$ cat src/result_store_defines.svh
// Constants for the converter result store and compare-hit flags
`ifndef RESULT_STORE_DEFINES_SVH
`define RESULT_STORE_DEFINES_SVH
`define ADDR_W 6
`define OFF_CONTROL 6'h20
`define OFF_HIT_LOW 6'h21
`define OFF_HIT_HIGH 6'h22
`define OFF_IRQ_STATUS 6'h23
`define OFF_IRQ_MASK 6'h24
`define CONV_ON_BIT 15
`define CM_LO_BIT 0
`define CM_ALL_WRITES 2'h3
`define HIT_HIGH_BITS 2
`define IRQ_BITS 2
`define IRQ_HIT_BIT 0
`define IRQ_RESULT_BIT 1
`define RESET_WORD 16'h0000
`endif

$ cat src/result_store_pkg.sv
// Types shared by the result store design
package result_store_pkg;
   typedef logic [15:0] word_t;
   typedef enum logic [1:0] {PORT_IDLE, PORT_SW, PORT_CONV} port_owner_t;
endpackage

$ cat src/mem_port_if.sv
// Interface between the register bank and its word memory
`timescale 1ns/1ps
interface mem_port_if #(parameter int AW = 5);
   logic we;
   logic [AW-1:0] waddr;
   logic [15:0] wdata;
   logic re;
   logic [AW-1:0] raddr;
   logic [15:0] rdata;
   modport ctrl (output we, output waddr, output wdata, output re, output raddr, input rdata);
   modport mem (input we, input waddr, input wdata, input re, input raddr, output rdata);
endinterface

$ cat src/result_ram.sv
// Dual-port word memory holding results and thresholds
`timescale 1ns/1ps
module result_ram #(
   parameter int DEPTH = 18,
   parameter int AW = 5
)(
   input wire logic clk,
   mem_port_if.mem port
);
   logic [15:0] mem_r [DEPTH];
   logic [15:0] rdata_r;

   // ----------------------------------------
   // Storage, never cleared so contents survive on/off
   // ----------------------------------------
   always_ff @(posedge clk)
   begin
      if (port.we)
      begin
         mem_r[port.waddr] <= port.wdata;
      end
      if (port.re)
      begin
         rdata_r <= mem_r[port.raddr];
      end
   end
   assign port.rdata = rdata_r;
endmodule

$ cat src/result_store.sv
// Converter result store with per-channel compare-hit flags
//
// Implementation choices: the placing of the registers and the strobed register port.
`timescale 1ns/1ps
`include "result_store_defines.svh"

// Function
// - Dual-port RAM, one word per channel, max 32
// - Even word count, indices up to 31
// - Every word individually addressable by processor
// - Converter on: processor writes to store ignored
// - Converter off: writes program thresholds
// - Toggling converter on never clears store
// - Mode 11: flag on write or match
// - Other modes: flag only on match
// - Low hit register holds channels 15..0
// - High hit register channels 17,16; rest zero
// - Unimplemented channel flags read zero
// - Low register always, high register optional
// - Hit registers are semaphores, software acknowledges
module result_store
   import result_store_pkg::*;
#(
   parameter int CHANNELS = 18,
   parameter int WORDS = 18
)(
   input wire logic clk,
   input wire logic rst_b,
   input wire logic [`ADDR_W-1:0] addr,
   input wire logic [15:0] wdata,
   input wire logic wr,
   input wire logic rd,
   output logic [15:0] rdata,
   input wire logic res_valid,
   input wire logic [4:0] res_chan,
   input wire logic [15:0] res_data,
   input wire logic match_valid,
   input wire logic [4:0] match_chan,
   output logic converter_on,
   output logic [1:0] compare_mode,
   output logic irq
);
   localparam int AW = 5;
   localparam int HW = (CHANNELS > 16) ? 32 : 16;

   // ----------------------------------------
   // Reset synchroniser
   // ----------------------------------------
   // Release passes two flops so no register leaves reset on a runt edge
   logic rst_s1_r, rst_s2_r;
   always_ff @(posedge clk or negedge rst_b)
   begin
      if (!rst_b)
      begin
         rst_s1_r <= 1'b0;
         rst_s2_r <= 1'b0;
      end
      else
      begin
         rst_s1_r <= 1'b1;
         rst_s2_r <= rst_s1_r;
      end
   end

   // Channel mask: only implemented channels hold flags
   function automatic logic [31:0] chan_bit(input logic [4:0] ch);
      logic [31:0] v;
      v = '0;
      if (int'(ch) < CHANNELS)
      begin
         v[ch] = 1'b1;
      end
      return v;
   endfunction

   // Address decode of store words, used by read and write
   function automatic logic is_word(input logic [`ADDR_W-1:0] a);
      return (int'(a) < WORDS);
   endfunction

   // ----------------------------------------
   // Registers
   // ----------------------------------------
   word_t control_r, control_nxt;
   logic [31:0] hits_r, hits_nxt;
   logic [`IRQ_BITS-1:0] irq_stat_r, irq_stat_nxt, irq_mask_r, irq_mask_nxt;
   logic rd_word_r, rd_word_nxt;
   word_t rdata_r, rdata_nxt;
   logic [31:0] hit_set, impl_mask;
   port_owner_t owner;

   mem_port_if #(.AW(AW)) mp ();

   result_ram #(.DEPTH(WORDS), .AW(AW)) u_ram (
      .clk(clk),
      .port(mp)
   );

   assign converter_on = control_r[`CONV_ON_BIT];
   assign compare_mode = control_r[`CM_LO_BIT +: 2];
   assign impl_mask = (CHANNELS >= 32) ? '1 : ((32'h1 << CHANNELS) - 32'h1);

   // result written in its own cycle
   always_comb
   begin
      owner = PORT_IDLE;
      if (converter_on && res_valid && is_word({1'b0, res_chan}))
      begin
         owner = PORT_CONV;
      end
      else if (!converter_on && wr && is_word(addr))
      begin
         owner = PORT_SW;
      end
   end

   always_comb
   begin
      mp.we = (owner != PORT_IDLE);
      mp.waddr = (owner == PORT_CONV) ? res_chan : addr[AW-1:0];
      mp.wdata = (owner == PORT_CONV) ? res_data : wdata;
      mp.re = rd && is_word(addr);
      mp.raddr = addr[AW-1:0];
   end

   // converter result writes flag in mode 11
   always_comb
   begin
      hit_set = '0;
      if (match_valid)
      begin
         hit_set = chan_bit(match_chan);
      end
      if (owner == PORT_CONV && compare_mode == `CM_ALL_WRITES)
      begin
         hit_set = hit_set | chan_bit(res_chan);
      end
      hit_set = hit_set & impl_mask;
   end

   // ----------------------------------------
   // Next-state of control and flags
   // ----------------------------------------
   always_comb
   begin
      control_nxt = control_r;
      hits_nxt = hits_r;
      irq_mask_nxt = irq_mask_r;
      irq_stat_nxt = irq_stat_r;
      if (wr && addr == `OFF_CONTROL)
      begin
         control_nxt = wdata;
      end
      // software rewrites flags to acknowledge
      // Written value stored as is: zero acknowledges, one sets
      if (wr && addr == `OFF_HIT_LOW)
      begin
         hits_nxt[15:0] = wdata;
      end
      if (wr && addr == `OFF_HIT_HIGH && HW > 16)
      begin
         hits_nxt[17:16] = wdata[1:0];
      end
      hits_nxt = (hits_nxt | hit_set) & impl_mask;
      if (wr && addr == `OFF_IRQ_MASK)
      begin
         irq_mask_nxt = wdata[`IRQ_BITS-1:0];
      end
      if (wr && addr == `OFF_IRQ_STATUS)
      begin
         irq_stat_nxt = irq_stat_r & ~wdata[`IRQ_BITS-1:0];
      end
      // Sticky events, set beats write-one-clear
      if (|hit_set)
      begin
         irq_stat_nxt[`IRQ_HIT_BIT] = 1'b1;
      end
      if (owner == PORT_CONV)
      begin
         irq_stat_nxt[`IRQ_RESULT_BIT] = 1'b1;
      end
   end

   // high hit layout, upper bits zero
   always_comb
   begin
      rd_word_nxt = rd && is_word(addr);
      rdata_nxt = `RESET_WORD;
      if (rd)
      begin
         case (addr)
            `OFF_CONTROL: rdata_nxt = control_r;
            `OFF_HIT_LOW: rdata_nxt = hits_r[15:0];
            `OFF_HIT_HIGH: rdata_nxt = (HW > 16) ? {14'h0, hits_r[17:16]} : `RESET_WORD;
            `OFF_IRQ_STATUS: rdata_nxt = {14'h0, irq_stat_r};
            `OFF_IRQ_MASK: rdata_nxt = {14'h0, irq_mask_r};
            default: rdata_nxt = `RESET_WORD;
         endcase
      end
   end

   // ----------------------------------------
   // State registers
   // ----------------------------------------
   always_ff @(posedge clk or negedge rst_s2_r)
   begin
      if (!rst_s2_r)
      begin
         control_r <= `RESET_WORD;
         hits_r <= '0;
         irq_stat_r <= '0;
         irq_mask_r <= '0;
         rd_word_r <= 1'b0;
         rdata_r <= `RESET_WORD;
      end
      else
      begin
         control_r <= control_nxt;
         hits_r <= hits_nxt;
         irq_stat_r <= irq_stat_nxt;
         irq_mask_r <= irq_mask_nxt;
         rd_word_r <= rd_word_nxt;
         rdata_r <= rdata_nxt;
      end
   end

   // Memory words come from the RAM's own output register
   assign rdata = rd_word_r ? mp.rdata : rdata_r;
   assign irq = |(irq_stat_r & irq_mask_r);

   // ----------------------------------------
   // Assertions
   // ----------------------------------------
   // sizing checked once at simulation time zero
   initial
   begin
      size_ok_a: assert ((WORDS % 2 == 0) && WORDS <= 32 && WORDS >= CHANNELS)
         else $error("Result store size illegal");
   end

   // Store write ownership, one owner per cycle
   conv_write_a: assert property (@(posedge clk) disable iff (!rst_s2_r)
      converter_on && wr && is_word(addr) && !res_valid |-> !mp.we)
      else $error("Software wrote store while converter on");
   sw_write_a: assert property (@(posedge clk) disable iff (!rst_s2_r)
      !converter_on && wr && is_word(addr) |-> mp.we && mp.wdata == wdata)
      else $error("Threshold write lost");
   off_result_a: assert property (@(posedge clk) disable iff (!rst_s2_r)
      !converter_on && res_valid && !wr |-> !mp.we)
      else $error("Result written while converter off");
   ctrl_no_store_a: assert property (@(posedge clk) disable iff (!rst_s2_r)
      wr && addr == `OFF_CONTROL && !(converter_on && res_valid) |-> !mp.we)
      else $error("Control write touched store");
   // Flag setting per compare mode
   mode_all_a: assert property (@(posedge clk) disable iff (!rst_s2_r)
      converter_on && res_valid && compare_mode == `CM_ALL_WRITES && int'(res_chan) < CHANNELS
      |=> hits_r[$past(res_chan)])
      else $error("Mode 11 write did not flag");
   mode_match_a: assert property (@(posedge clk) disable iff (!rst_s2_r)
      compare_mode != `CM_ALL_WRITES && !match_valid && !wr |=> hits_r == $past(hits_r))
      else $error("Flag set without match");
   set_wins_a: assert property (@(posedge clk) disable iff (!rst_s2_r)
      match_valid && int'(match_chan) < CHANNELS && wr && addr == `OFF_HIT_LOW |=> hits_r[$past(match_chan)])
      else $error("Clear beat hardware set");
   // Register read layout and same-cycle result write
   high_zero_a: assert property (@(posedge clk) disable iff (!rst_s2_r)
      rd && addr == `OFF_HIT_HIGH |=> rdata[15:2] == 14'h0000)
      else $error("High hit upper bits nonzero");
   absent_zero_a: assert property (@(posedge clk) disable iff (!rst_s2_r)
      (hits_r & ~impl_mask) == 32'h0)
      else $error("Absent channel flag set");
   low_read_a: assert property (@(posedge clk) disable iff (!rst_s2_r)
      rd && addr == `OFF_HIT_LOW |=> rdata == $past(hits_r[15:0]))
      else $error("Low hit read wrong");
   read_idle_a: assert property (@(posedge clk) disable iff (!rst_s2_r)
      !rd |=> rdata == `RESET_WORD)
      else $error("Read data outside read cycle");
   same_cycle_a: assert property (@(posedge clk) disable iff (!rst_s2_r)
      converter_on && res_valid && int'(res_chan) < WORDS |-> mp.we && mp.waddr == res_chan)
      else $error("Result not written same cycle");
   // Interrupt follows sticky hit events
   irq_level_a: assert property (@(posedge clk) disable iff (!rst_s2_r)
      (|hit_set) && irq_mask_r[`IRQ_HIT_BIT] && !(wr && addr == `OFF_IRQ_MASK) |=> irq)
      else $error("Hit event did not raise interrupt");

   // ----------------------------------------
   // Cover properties
   // ----------------------------------------
   conv_cov_c: cover property (@(posedge clk) disable iff (!rst_s2_r) owner == PORT_CONV);
   sw_cov_c: cover property (@(posedge clk) disable iff (!rst_s2_r) owner == PORT_SW);
   clash_cov_c: cover property (@(posedge clk) disable iff (!rst_s2_r)
      match_valid && wr && addr == `OFF_HIT_LOW);
   irq_cov_c: cover property (@(posedge clk) disable iff (!rst_s2_r) irq);
   mode3_cov_c: cover property (@(posedge clk) disable iff (!rst_s2_r)
      owner == PORT_CONV && compare_mode == `CM_ALL_WRITES);
endmodule

$ cat config.mk
export PLATFORM = sky130hd
export DESIGN_NAME = result_store
export DESIGN_NICKNAME = d
export VERILOG_FILES = /design/src/result_store_pkg.sv /design/src/mem_port_if.sv /design/src/result_ram.sv /design/src/result_store.sv
export VERILOG_INCLUDE_DIRS = /design/src
export SDC_FILE = /design/constraint.sdc
export NUM_CORES = 1
export LEC_CHECK = 0
export CAP_MARGIN = 40
export CORE_ASPECT_RATIO = 0.75
export CORE_MARGIN = 10
export CORE_UTILIZATION = 48
export DETAILED_ROUTE_END_ITERATION = 7
export DONT_BUFFER_PORTS = 1
export PLACE_DENSITY = 0.61
export SLEW_MARGIN = 25
export SYNTH_ARGS = -nofsm -noshare
export SYNTH_HDL_FRONTEND = slang
export SYNTH_SLANG_ARGS = --single-unit
$ cat constraint.sdc
create_clock -name clk -period 2.35 [get_ports clk]
set_input_delay 0.3525 -clock clk [delete_from_list [all_inputs] [get_ports clk]]
set_output_delay 0.3525 -clock clk [all_outputs]
set_load 0.01 [all_outputs]
; ---- Word-level counts from Yosys, hierarchy flattened
; Memories as Yosys holds them, arrays and structs flattened. A register that Yosys moved wholly into a read port is not among the register bits.
; Index checks and enable logic that the tools add are counted.
[op_classes]
n_mul = 0
div_mod_pow = 0
n_eq_ne = 7
shifts = 0
reduce_logical = 19
magnitude_cmp = 7
n_bitwise = 5
addsub = 0
n_mux = 23
[op_table]
columns = cell, count
row1 = $mux 18, 5
row2 = $pmux 16 s5, 1
row3 = $mux 16, 4
row4 = $or 18x18->18, 2
row5 = $eq 6x6->1 const B, 5
row6 = $reduce_or 18->1, 1
row7 = $logic_and 1x1->1, 13
row8 = $lt 5x6->1 const B, 2
row9 = $demux 1 s5, 2
row10 = $ge 5x1->1 const B, 2
row11 = $lt 5x5->1 const B, 2
row12 = $mux 1, 7
row13 = $lt 6x5->1 const B, 1
row14 = $mux 2, 3
row15 = $reduce_bool 2->1, 3
row16 = $mux 5, 1
row17 = $and 2x2->2, 2
row18 = $eq 2x2->1 const B, 2
row19 = $not 2->2, 1
row20 = $reduce_or 2->1, 1
row21 = $logic_not 1->1, 1
[word_totals]
register_bits = 57
input_bits = 54
mem_bits_rw = 288
rom_bits = 0
word_cells = 71
latch_bits = 0
output_inout_bits = 20
memories = 1
[memory_table]
columns = memory, words, width, rd, rd_clocked_by_memory_dff, write_ports, line
row1 = u_ram.mem_r, 18, 16, 1, 1, 1, result_ram.sv:10  ; logic [15:0] mem_r [DEPTH];

; ---- Logic depth before layout (Yosys ltp)
; Gate-level depths: netlist (run 1).
[depth]
word_depth = 12
depth_mapped = 7

; ---- Modules after synthesis
; From an unflattened synthesis (run 1), not the netlist that was laid out.
[unflattened]
cells_unflattened = 840
hier_area_um2 = 14824.2
[modules_own_cells]
columns = module, cells_each, seq_area_each_um2, n_inst, area_per_inst_um2
row1 = result_ram, 544, 9128.8, 1, 11609.9
row2 = result_store, 296, 1426.4, 1, 3214.3

; ---- Worst setup path before layout (run 1)
; No wires, ideal clock.
[synth_timing]
path_type = in2reg
from = input addr[1]
to = register u_ram.rdata_r[0] (netlist: u_ram.port.rdata[0]) (read register of u_ram.mem_r) (enable)
path_buffers = 3
required_time_ps = 1935
t_arrival_ps = 2510
setup_slack_ps = -575
path_stages = 5
setup_ps = 415
path_cell_list = buf_2 > clkbuf_1 > buf_2 > o31a_1 > nor3b_1
[synth_via]
elab_chain_cells = 2
[synth_lines]
columns = element, line
row1 = from (decl), result_store.sv:29  ; input wire logic [`ADDR_W-1:0] addr,
row2 = $lt 6x5->1, result_store.sv:78  ; return (int'(a) < WORDS);
row3 = $logic_and 1x1->1, result_store.sv:122  ; mp.re = rd && is_word(addr);
row4 = via mp.re, mem_port_if.sv:7  ; logic re;
row5 = to (decl), result_ram.sv:11  ; logic [15:0] rdata_r;
; The timed path passes the listed nets, and every way through them passes these cells.
; A chain may end at the register's enable or synchronous reset.

; ---- Worst setup path after layout (run 1)
[layout_timing]
from = register control_r[15]
to = memory u_ram.mem_r[4][13] (enable)
[layout_via]
elab_chain_cells = 8
elab_cells_between_ends = 12
cone_classes = eq/ne: 1 / mux: 5 / reduce/logical: 6
[layout_lines]
columns = element, line
row1 = from (decl), result_store.sv:84  ; word_t control_r, control_nxt;
row2 = from (signal assigned), result_store.sv:209  ; control_r <= `RESET_WORD;
row3 = from (signal assigned), result_store.sv:218  ; control_r <= control_nxt;
row4 = $logic_not 1->1, result_store.sv:111  ; else if (!converter_on && wr && is_word(addr))
row5 = $logic_and 1x1->1 (2 in series), result_store.sv:111
row6 = $mux 1, result_store.sv:111
row7 = $mux 2 (*), result_store.sv:107  ; if (converter_on && res_valid && is_word({1'b0, res_chan}))
row8 = $reduce_bool 2->1, result_store.sv:119  ; mp.we = (owner != PORT_IDLE);
row9 = $mux 1, result_ram.sv:18  ; if (port.we)
row10 = $mux 1 (implied by the code), result_ram.sv:20  ; mem_r[port.waddr] <= port.wdata;
row11 = to (decl), result_ram.sv:10
; Mark *: on every way between the ends. The rest lies on a longest branch, timed or not.

==> metrics.md, run 1 <==
| Metric | Value |
|---|---|
| Status | complete, no violations |
| Wirelength per Cell | around 29 µm |
| Later-pin clock latency in the skew report | around 0.52 ns |
| Initial antenna violation count | 0 |
| Sw Pwr | 0.00296 W |
| Family with the most delay on the worst path | compound AO/OA/AOI/OAI gates |
| CP Capture Type | flop |
| Syn. warnings | 0 |
| Worst slew margin | 0.451 |
| Tightest Pin Transition | a little over 0.8 ns |
| Multi-input logic area | around 4300 µm² |
| Die area | between 30000 and 40000 µm² |
| Cell count after synthesis | 987 |
| Endpoints failing hold | 0 |
| Congestion Overflow GR | 0 |
| Final HPWL DP | 28.4 mm |
| Vias in the first global route | roughly 8.7k |
| Vias per cell | between 6 and 7 |
| Synthesized area per cell | approximately 15 µm² |
| Internal | between 0.01 and 0.015 W |
| Startpoint type of the worst setup path | flop |
| Cell Count, Final, Fillers Out | around 1.5k |
| Busiest layer in global routing | met1 |
| Starting Density | 0.484 |
| First-pass GRT wire length | 61.0 mm |
| Drt pass-1 iters | 5 |
| GPL Wtd Cong | 0.898 |
| Core area | just over 30000 µm² |
| Area leader, netlist | edfxtp_1 |
| Clk pwr share | 0.411 |
| Flops & latches, synth | 361 |
| Setup CP Type | reg2reg |
| Max clock buf depth | 3 |
| Filler Cells Inserted | 2498 |
| Antenna cells | 0 |
| Total CTS buffers | 36 |
| WP data arrival | between 2 and 3 ns |
| Reg area | about 11000 µm² |
| Number of synthesized flops with an enable pin | 304 |
| Worst Clk Skew | approximately 0.025 ns |
| CTS sink count | about 360 |
| PostCTS Resize Cnt | 0 |
| Largest stage delay, worst path | roughly 0.52 ns |
| Ports | 74 |
| Pin count of the biggest net entering global routing | 83 |
| Yosys cell types | 56 |
| Sequential area share after synthesis | 0.701 |
| Synth area leaders | edfxtp_1 (61%), mux2i_1 (9.7%), dfrtp_1 (9.5%) |
| Die width | 225 µm |
| Post-CTS setup buffers | 0 |
| DR vias | around 9k |
| Switch share | 0.214 |
| Sequential share of power | 0.522 |
| CP Buf/Inv Count | 1 |
| GR Util met1 | 0.318 |
| Placed cell count | approximately 1.4k |
| Prevailing post-synth register cell | edfxtp_1 |
| Commonest non-fill, non-tap cell in the layout | edfxtp_1 |
| # port buffers | 0 |
| Total track usage | 0.215 |
| Area grow syn2layout | 16.0% |
| Final setup vio count | 0 |
| Pleak | roughly 6.4 nW |
| CTS tree | done |
| Layout cells sized above 1 | 0.184 |
| Met2 GRT Util | 0.303 |
| Final Critical Period | ~2.3 ns |
| Max stage delay cell, worst path | or3b_2 |
| Fraction of registers with async set/reset | 0.158 |
| Site Rows | 56 |
| PD cells | 791 nW/µm² |
| Required time of the worst setup path | between 2 and 3 ns |
| Clock Pin Slew Worst Setup and Hold Paths | 0.06 ns |
| HP Class | in2reg |
| CTS H-Tree Depth | 2 |
| Crit path max fanout | 16 |
| Maximum vdd drop | 0.531 mV |
| Final ANT Viol Nets | 0 |
| Unrepaired setup endpoints after global routing | yes |
| Max_cap viols | 0 |
| Worst-path cell chain | or3b_2 -> o31ai_1 -> o21ai_2 -> nor2_4 -> buf_12 |
| Routed WL | approximately 42 mm |
| Combinational power share | 0.067 |
| Met3 track demand over resource | 0.0691 |
| Synthesized cell area | ~15000 µm² |
| Clock root cell | clkbuf_16 |
| NumNets Final | approximately 1.1k |
| Die Ht | ~170 µm |
| DRT iter0 DRCs | 1185 |
| Syn nets | around 1.0k |
| Slew Viols, Final | 0 |
| DRC | 0 |
| Most frequent cells in the layout | edfxtp_1 (304), mux2i_1 (146), nand2_1 (92) |
| Fmax | between 400 and 500 MHz |
| Design area | 17500 µm² |
| Final period utilization | 0.979 |
| Top cell type's share of synthesized area | 0.606 |
| Dpl cell area | approximately 16000 µm² |
flip-flops by register name, indices dropped and copies added, names as in the netlist:
| register | count |
|---|---|
| rdata_r | 16 |
| irq_stat_r | 2 |
| control_r | 16 |
| irq_mask_r | 2 |
| u_ram.port.rdata | 16 |
| hits_r | 18 |
| rst_s2_r | 1 |
| rst_s1_r | 1 |
| rd_word_r | 1 |
| u_ram.mem_r | 288 |
power groups by stage:
stage / clock network, W / logic (W) / registers [W]
floorplan: 0 / 0.000636 / 0.00732
global placement: 0 / 0.000870 / 0.00734
detailed placement: 0 / 0.000883 / 0.00734
CTS: 0.00576 / 0.000919 / 0.00721
global route: 0.00603 / 0.000986 / 0.00723
finish: 0.00568 / 0.000923 / 0.00721
area by class of cell:
class,instances,area share
clock inverters,16,0.0105
well taps,406,0.0291
clock buffers,44,0.0557
inverters,5,0.00107
flip-flops and latches,361,0.605
repair buffers,78,0.0504
multi-input cells,559,0.249
through the flow:
stage | hold slack (ns) | setup slack (ns) | power [W] | TNS (ns) | util
after floorplan | 0.0569 | -0.102 | 0.00795 | -23.12 | -
after global placement | 0.0570 | 0.103 | 0.00821 | 0 | 0.518
after detailed placement | 0.0570 | 0.0812 | 0.00823 | 0 | 0.518
after CTS | 0.0115 | 0.0683 | 0.0139 | 0 | 0.561
after global routing | 0.0174 | -0.0184 | 0.0142 | -0.593 | 0.561
final | 0.0354 | 0.0493 | 0.0138 | 0 | 0.561
synth_stat cells, drive strengths merged, types with 4 or more instances:
cell / n
a21oi: 18
a221oi: 4
a22oi: 63
a32oi: 16
and3: 5
buf: 31
clkbuf: 31
dfrtp: 57
edfxtp: 304
inv: 5
mux2: 52
mux2i: 146
nand2: 93
nand2b: 6
nand3: 7
nor2: 43
nor2b: 5
nor3: 8
o21ai: 22
o221ai: 18
or3: 5
worst paths after layout:
check,start,to,slack [ns],depth (start not counted)
min in group asynchronous,rst_b,rst_s1_r,0.06,1
max in group asynchronous,rst_s2_r,control_r[12],1.51,1
min,res_chan[4],hits_r[16],0.04,2
min reg2reg,rst_s2_r,hits_r[16],0.25,0
max reg2reg,control_r[15],u_ram.mem_r[4][13],0.05,5
max,control_r[15],u_ram.mem_r[4][13],0.05,5
layer usage:
layer  up-vias  part of all wire
li1       3944                 -
met1      4611              0.44
met2       423              0.43
met3        50              0.11
met4         0             0.014
met5         -                 0
cells by family (layout without fill, tap and decap cells):
| group | after synthesis | in the layout | synth area share |
|---|---|---|---|
| AO/OA/AOI/OAI | 160 | 160 | 0.0769 |
| buffers and inverters | 67 | 143 | 0.0193 |
| flip-flops | 361 | 361 | 0.701 |
| multiplexers | 198 | 198 | 0.138 |
| other | 1 | 1 | 0.000249 |
| AND/OR/NAND/NOR | 200 | 200 | 0.0643 |
what timing repair did:
action	4_1_cts	5_1_grt
hold buffers	18	0
setup endpoints to repair	0	51
hold endpoints to repair	35	0
(Power assumes the default switching activity.)
==> run 2, diff against run 1 <==
- CORE_UTILIZATION: 48 -> 63
- PLACE_DENSITY: 0.61 -> 0.77
==> run 2 against run 1 <==
Compared with the run above:
- worst hold slack got worse by 0.022 ns
- setup slack worse by 0.0058 ns
- sequential power is essentially flat
- total power is 2.1% higher
- combinational power grew 0.4%
- maximum frequency fell by 0.25%
- utilization is 19 points higher
- clock skew shrank 0.013 ns
- critical path type unchanged
- highest routed layer unchanged
==> metrics.md, run 2 (synthesized netlist as in run 1, its figures left out) <==
| Metric | Value |
|---|---|
| DR vias | roughly 9k |
| Die width | ~200 µm |
| Worst slew margin | 0.505 |
| PD cells | just over 800 nW/µm² |
| Status | complete, no violations |
| Endpoints failing hold | 0 |
| Die Ht | ~150 µm |
| Crit path max fanout | 16 |
| Final HPWL DP | about 26 mm |
| Met2 wire len | approximately 19 mm |
| Sequential share of power | 0.511 |
| Worst-path cell chain | buf_4 -> and2_0 -> a221oi_1 -> o221ai_1 -> buf_4 -> nor2_4 |
| First-pass GRT wire length | roughly 58 mm |
| Wl on met1 | 15.5 mm |
| Post-CTS setup buffers | 0 |
| Initial antenna violation count | 0 |
| Later-pin clock latency in the skew report | about 0.51 ns |
| Pin count of the biggest net entering global routing | 83 |
| CTS H-Tree Depth | 2 |
| DR WL met3 | about 5.0 mm |
| Drt pass-1 iters | 6 |
| Clock root cell | clkbuf_16 |
| Unrepaired setup endpoints after global routing | no |
| Layout cells sized above 1 | 0.188 |
| RR Startpoint | control_r[15] |
| Ports | 74 |
| Most flop-heavy register | u_ram.mem_r |
| Vias in the first global route | just under 9k |
| Sw Pwr | between 0.002 and 0.003 W |
| Die area | about 31000 µm² |
| Top Registers | u_ram.mem_r x288, hits_r x18 |
| Routed WL | between 40 and 50 mm |
| Total track usage | 0.257 |
| Slew Viols, Final | 0 |
| R2R cell count | 6 |
| CP endpoint | u_ram.mem_r[11][6] |
| Required time of the worst setup path | ~2.5 ns |
| Max stage delay cell, worst path | nor2_4 |
| Core area | roughly 23000 µm² |
| Max_cap viols | 0 |
| Reg2reg setup slack | 0.04 ns |
| CTS tree | done |
| Max reg flops | approximately 290 |
| Area grow syn2layout | 15.7% |
| Setup CP Type | reg2reg |
| Pleak | between 6 and 7 nW |
| Switch share | 0.212 |
| CP Capture Type | flop |
| Congestion Overflow GR | 0 |
| HP Class | in2reg |
| Fmax | 434 MHz |
| Starting Density | 0.648 |
| Commonest non-fill, non-tap cell in the layout | edfxtp_1 |
| Top Layer Used | met4 |
| Clk pwr share | 0.423 |
| Antenna cells | 0 |
| Maximum vdd drop | around 0.7 mV |
| Startpoint type of the worst setup path | flop |
| Tightest Pin Transition | 0.742 ns |
| CTS sink count | 361 |
| Internal | approximately 0.011 W |
| Final Critical Period | ~2.3 ns |
| GPL Wtd Cong | approximately 1.0 |
| DRC | 0 |
| Site Rows | between 40 and 50 |
| Most frequent cells in the layout | edfxtp_1 (304), mux2i_1 (146), nand2_1 (92) |
| # port buffers | 0 |
| Max clock buf depth | 3 |
| NumNets Final | around 1.1k |
| Tot Pwr | around 0.014 W |
| DRT iter0 DRCs | 1482 |
| WP data arrival | around 2.5 ns |
| Wirelength per Cell | between 20 and 30 µm |
| Layout Utilization | 0.750 |
| Top cell by count, worst path | buf_4 |
| Worst Clk Skew | between 0.01 and 0.015 ns |
| Min-delay src | wdata[10] |
| Final ANT Viol Nets | 0 |
| Largest stage delay, worst path | approximately 0.42 ns |
| RR Endpoint | u_ram.mem_r[11][6] |
| Vias per cell | between 6 and 7 |
| Clock Pin Slew Worst Setup and Hold Paths | about 0.070 ns |
| Combinational power share | 0.066 |
| Worst setup path startpoint | control_r[15] |
| Total CTS buffers | 35 |
| Final period utilization | 0.981 |
| Final setup vio count | 0 |
==> run 2: critical path, delay by kind of cell (launching register included) <==
kind / cells / cell delay, ns
buf+inv: 2 / 0.40
compound gates: 2 / 0.48
flops: 1 / 0.38
simple gates: 2 / 0.68
==> run 2: metrics by stage <==
| stage | std cells | hold slack [ns] | worst slack, ns | instance area (µm²) | setup TNS, ns |
|---|---|---|---|---|---|
| floorplan | 987 | 0.0569 | -0.102 | 15200 | -23.12 |
| global route | 1370 | 0.0230 | 0.0227 | 17400 | 0 |
| global placement | 1288 | 0.0570 | 0.131 | 16000 | 0 |
| detailed placement | 1288 | 0.0570 | 0.0914 | 16000 | 0 |
| CTS | 1369 | 0.000809 | 0.0539 | 17400 | 0 |
| finish | 1370 | 0.0137 | 0.0435 | 17400 | 0 |
==> run 2: what timing repair did <==
action,CTS,global route
endpoints found under the setup margin,0,139
gates resized for setup,0,1
hold buffers,18,1
endpoints found under the hold margin,28,1
==> run 2: final cells by class <==
type | instances | area, µm²
Sequential cell | 361 | 10600
Fill cell | 1368 | 5820
Multi-Input combinational cell | 559 | 4350
Clock buffer | 47 | 993
Timing Repair Buffer | 82 | 901
Tap cell | 300 | 375
Clock inverter | 16 | 231
Inverter | 5 | 18.8
==> run 2: power by group through the flow <==
| stage | sequential, W | clock (W) | combinational (W) |
|---|---|---|---|
| 6_report | 0.00721 | 0.00597 | 0.000927 |
| 4_1_cts | 0.00721 | 0.00598 | 0.000902 |
| 3_3_place_gp | 0.00734 | 0 | 0.000841 |
| 2_1_floorplan | 0.00732 | 0 | 0.000636 |
| 5_1_grt | 0.00723 | 0.00624 | 0.000982 |
| 3_5_place_dp | 0.00734 | 0 | 0.000863 |
==> run 2: how the worst min path moves through the flow <==
stage / endpoint / slack (ns) / cells after the start
after floorplan: rst_s1_r / 0.06 / 0
after global placement: rst_s1_r / 0.06 / 0
after detailed placement: rst_s1_r / 0.06 / 0
after CTS: hits_r[10] / 0.0008 / 2
after global routing: control_r[1] / 0.02 / 1
final: hits_r[10] / 0.01 / 2
==> run 2: layer usage <==
metal	vias to the layer above	GRT usage
met2	555	0.398
met5	-	0
li1	3955	-
met1	4619	0.343
met4	0	0.0609
met3	71	0.0905
==> run 3, diff against run 2 <==
- clock period: 2.35 -> 2.4 ns (I/O delays scaled with it)
==> run 3 against run 2 <==
Compared with the run above:
- wire length is essentially flat
- total power shrank 6.4%
- clock skew shrank 0.0031 ns
- critical path depth grew 1
- cell count grew 0.44%
- combinational power shrank 4.3%
- sequential share of layout area grew 1.1 points
- utilization shrank 1.3 points
- via count grew 2.8%
- clock power shrank 12%
- non-clock buffer count grew 5
- critical endpoint is now u_ram.mem_r[17][7]
==> metrics.md, run 3 (synthesized netlist as in run 1, its figures left out) <==
| Metric | Value |
|---|---|
| PD cells | approximately 770 nW/µm² |
| Clock root cell | clkbuf_16 |
| Routed WL | around 40 mm |
| Setup TNS | 0 ns |
| Required time of the worst setup path | ~2.6 ns |
| Max_cap viols | 0 |
| Maximum vdd drop | between 0.6 and 0.7 mV |
| Worst slew margin | 0.474 |
| Final setup vio count | 0 |
| Initial antenna violation count | 2 |
| NumNets Final | ~1.1k |
| Startpoint type of the worst setup path | flop |
| Drt pass-1 iters | 6 |
| Fmax | 424 MHz |
| Pin count of the biggest net entering global routing | 83 |
| Status | complete, no violations |
| DRC | 0 |
| First-pass GRT wire length | around 59 mm |
| Layout cells sized above 1 | 0.179 |
| Vias per cell | a little under 7 |
| Crit path max fanout | 8 |
| Later-pin clock latency in the skew report | between 0.5 and 0.6 ns |
| Design area | about 17000 µm² |
| RR Endpoint | u_ram.mem_r[17][7] |
| Dpl cell area | between 15000 and 20000 µm² |
| Top Registers | u_ram.mem_r x288, hits_r x18 |
| # port buffers | 0 |
| R2R cell count | 7 |
| Layout Utilization | 0.736 |
| Max reg flops | around 290 |
| CP endpoint | u_ram.mem_r[17][7] |
| Site Rows | 48 |
| CTS sink count | about 360 |
| Final ANT Viol Nets | 0 |
| Final Critical Period | roughly 2.4 ns |
| CP Capture Type | flop |
| DRT iter0 DRCs | 1288 |
| CTS tree | done |
| Reg2reg setup slack | around 0.042 ns |
| Final HPWL DP | around 27 mm |
| Reg area | 10600 µm² |
| Vias in the first global route | 8987 |
| Endpoints failing hold | 0 |
| CTS H-Tree Depth | 2 |
| Final period utilization | 0.983 |
| Worst Clk Skew | slightly below 0.009 ns |
| Unrepaired setup endpoints after global routing | yes |
| Tot Pwr | 0.0132 W |
| DR vias | 9456 |
| Worst setup path startpoint | control_r[15] |
| Slew Viols, Final | 0 |
| Setup CP Type | reg2reg |
| Ports | 74 |
| Tightest Pin Transition | around 0.78 ns |
| Filler Cells Inserted | between 1k and 1.5k |
| HP Class | in2reg |
| Most flop-heavy register | u_ram.mem_r |
| Pleak | between 6 and 7 nW |
| Wirelength per Cell | 29.1 µm |
| Starting Density | 0.648 |
| Total track usage | 0.260 |
| Congestion Overflow GR | 0 |
| GPL Wtd Cong | 0.939 |
| Multi-input logic area | 4270 µm² |
| Core area | between 20000 and 25000 µm² |
| Pre-CTS WS | around 0.016 ns |
| Clock Pin Slew Worst Setup and Hold Paths | approximately 0.07 ns |
| Area grow syn2layout | 13.6% |
| Final WS setup | 0.0418 ns |
| Die Ht | ~150 µm |
| Die width | between 150 and 200 µm |
| Die area | between 30000 and 40000 µm² |
| Most frequent cells in the layout | edfxtp_1 (304), mux2i_1 (146), nand2_1 (92) |
| RR Startpoint | control_r[15] |
| Commonest non-fill, non-tap cell in the layout | edfxtp_1 |
| Total CTS buffers | 35 |
| WP data arrival | around 2.6 ns |
| Max clock buf depth | 3 |
## run 3: cell count changes in the layout (fill, tap and decap cells not counted), moves of 4 or more
cell	change
nor2_4	-11
clkinv_1	+5
buf_12	-12
buf_6	+6
nor2_1	+11
buf_4	+12
bufinv_16	-4
## run 3: worst min path at each step
stage	start	end	cells past startpoint	slack [ns]
after CTS	wdata[6]	hits_r[6]	2	0.0005
after global routing	wdata[6]	hits_r[6]	2	0.01
after global placement	rst_b	rst_s1_r	0	0.06
after floorplan	rst_b	rst_s1_r	0	0.06
after detailed placement	rst_b	rst_s1_r	0	0.06
final	wdata[6]	hits_r[6]	2	0.009
## run 3: cell type report
type,instances,share of cell area
diodes,2,0.000292
flip-flops and latches,361,0.617
inverters,5,0.00110
clock inverters,19,0.00797
well taps,300,0.0219
repair buffers,87,0.0472
clock buffers,43,0.0554
multi-input cells,559,0.249
## run 3: critical path, cell delays in order (launching register included)
cell and delay [ns]:
dfrtp_1 0.37, or3b_2 0.50, buf_4 0.17, o31ai_1 0.27
o21ai_0 0.15, buf_4 0.18, nor2_2 0.21, buf_6 0.19
## run 3: layer usage
| layer | routed length (µm) | GRT usage | share of wire | vias up |
|---|---|---|---|---|
| met3 | 5220 | 0.0628 | 0.13 | 96 |
| met2 | 17700 | 0.377 | 0.44 | 657 |
| met1 | 16100 | 0.384 | 0.40 | 4725 |
| met4 | 1040 | 0.0729 | 0.026 | 0 |
| met5 | 0 | 0 | 0 | - |
| li1 | - | - | - | 3978 |
## run 3: per-stage QoR
| stage | std cells | hold WS (ns) |
|---|---|---|
| 3_5_place_dp | 1293 | 0.0645 |
| 2_1_floorplan | 987 | 0.0644 |
| 3_3_place_gp | 1290 | 0.0645 |
| 6_report | 1376 | 0.00909 |
| 4_1_cts | 1373 | 0.000517 |
| 5_1_grt | 1376 | 0.0105 |
## run 3: power breakdown
group / switching, W / leakage, nW / total (W) / internal [W]
combinational: 0.000521 / 2.34 / 0.000887 / 0.000366
sequential: 0.000101 / 3.46 / 0.00706 / 0.00696
clock: 0.00224 / 0.533 / 0.00526 / 0.00302
total: 0.00286 / 6.34 / 0.0132 / 0.0103
## run 3: repair_timing
action / 4_1_cts / 5_1_grt
setup buffers: 0 / 0
gates resized for setup: 0 / 14
hold endpoints to repair: 30 / 0
endpoints found under the setup margin: 0 / 186
hold buffers: 18 / 0
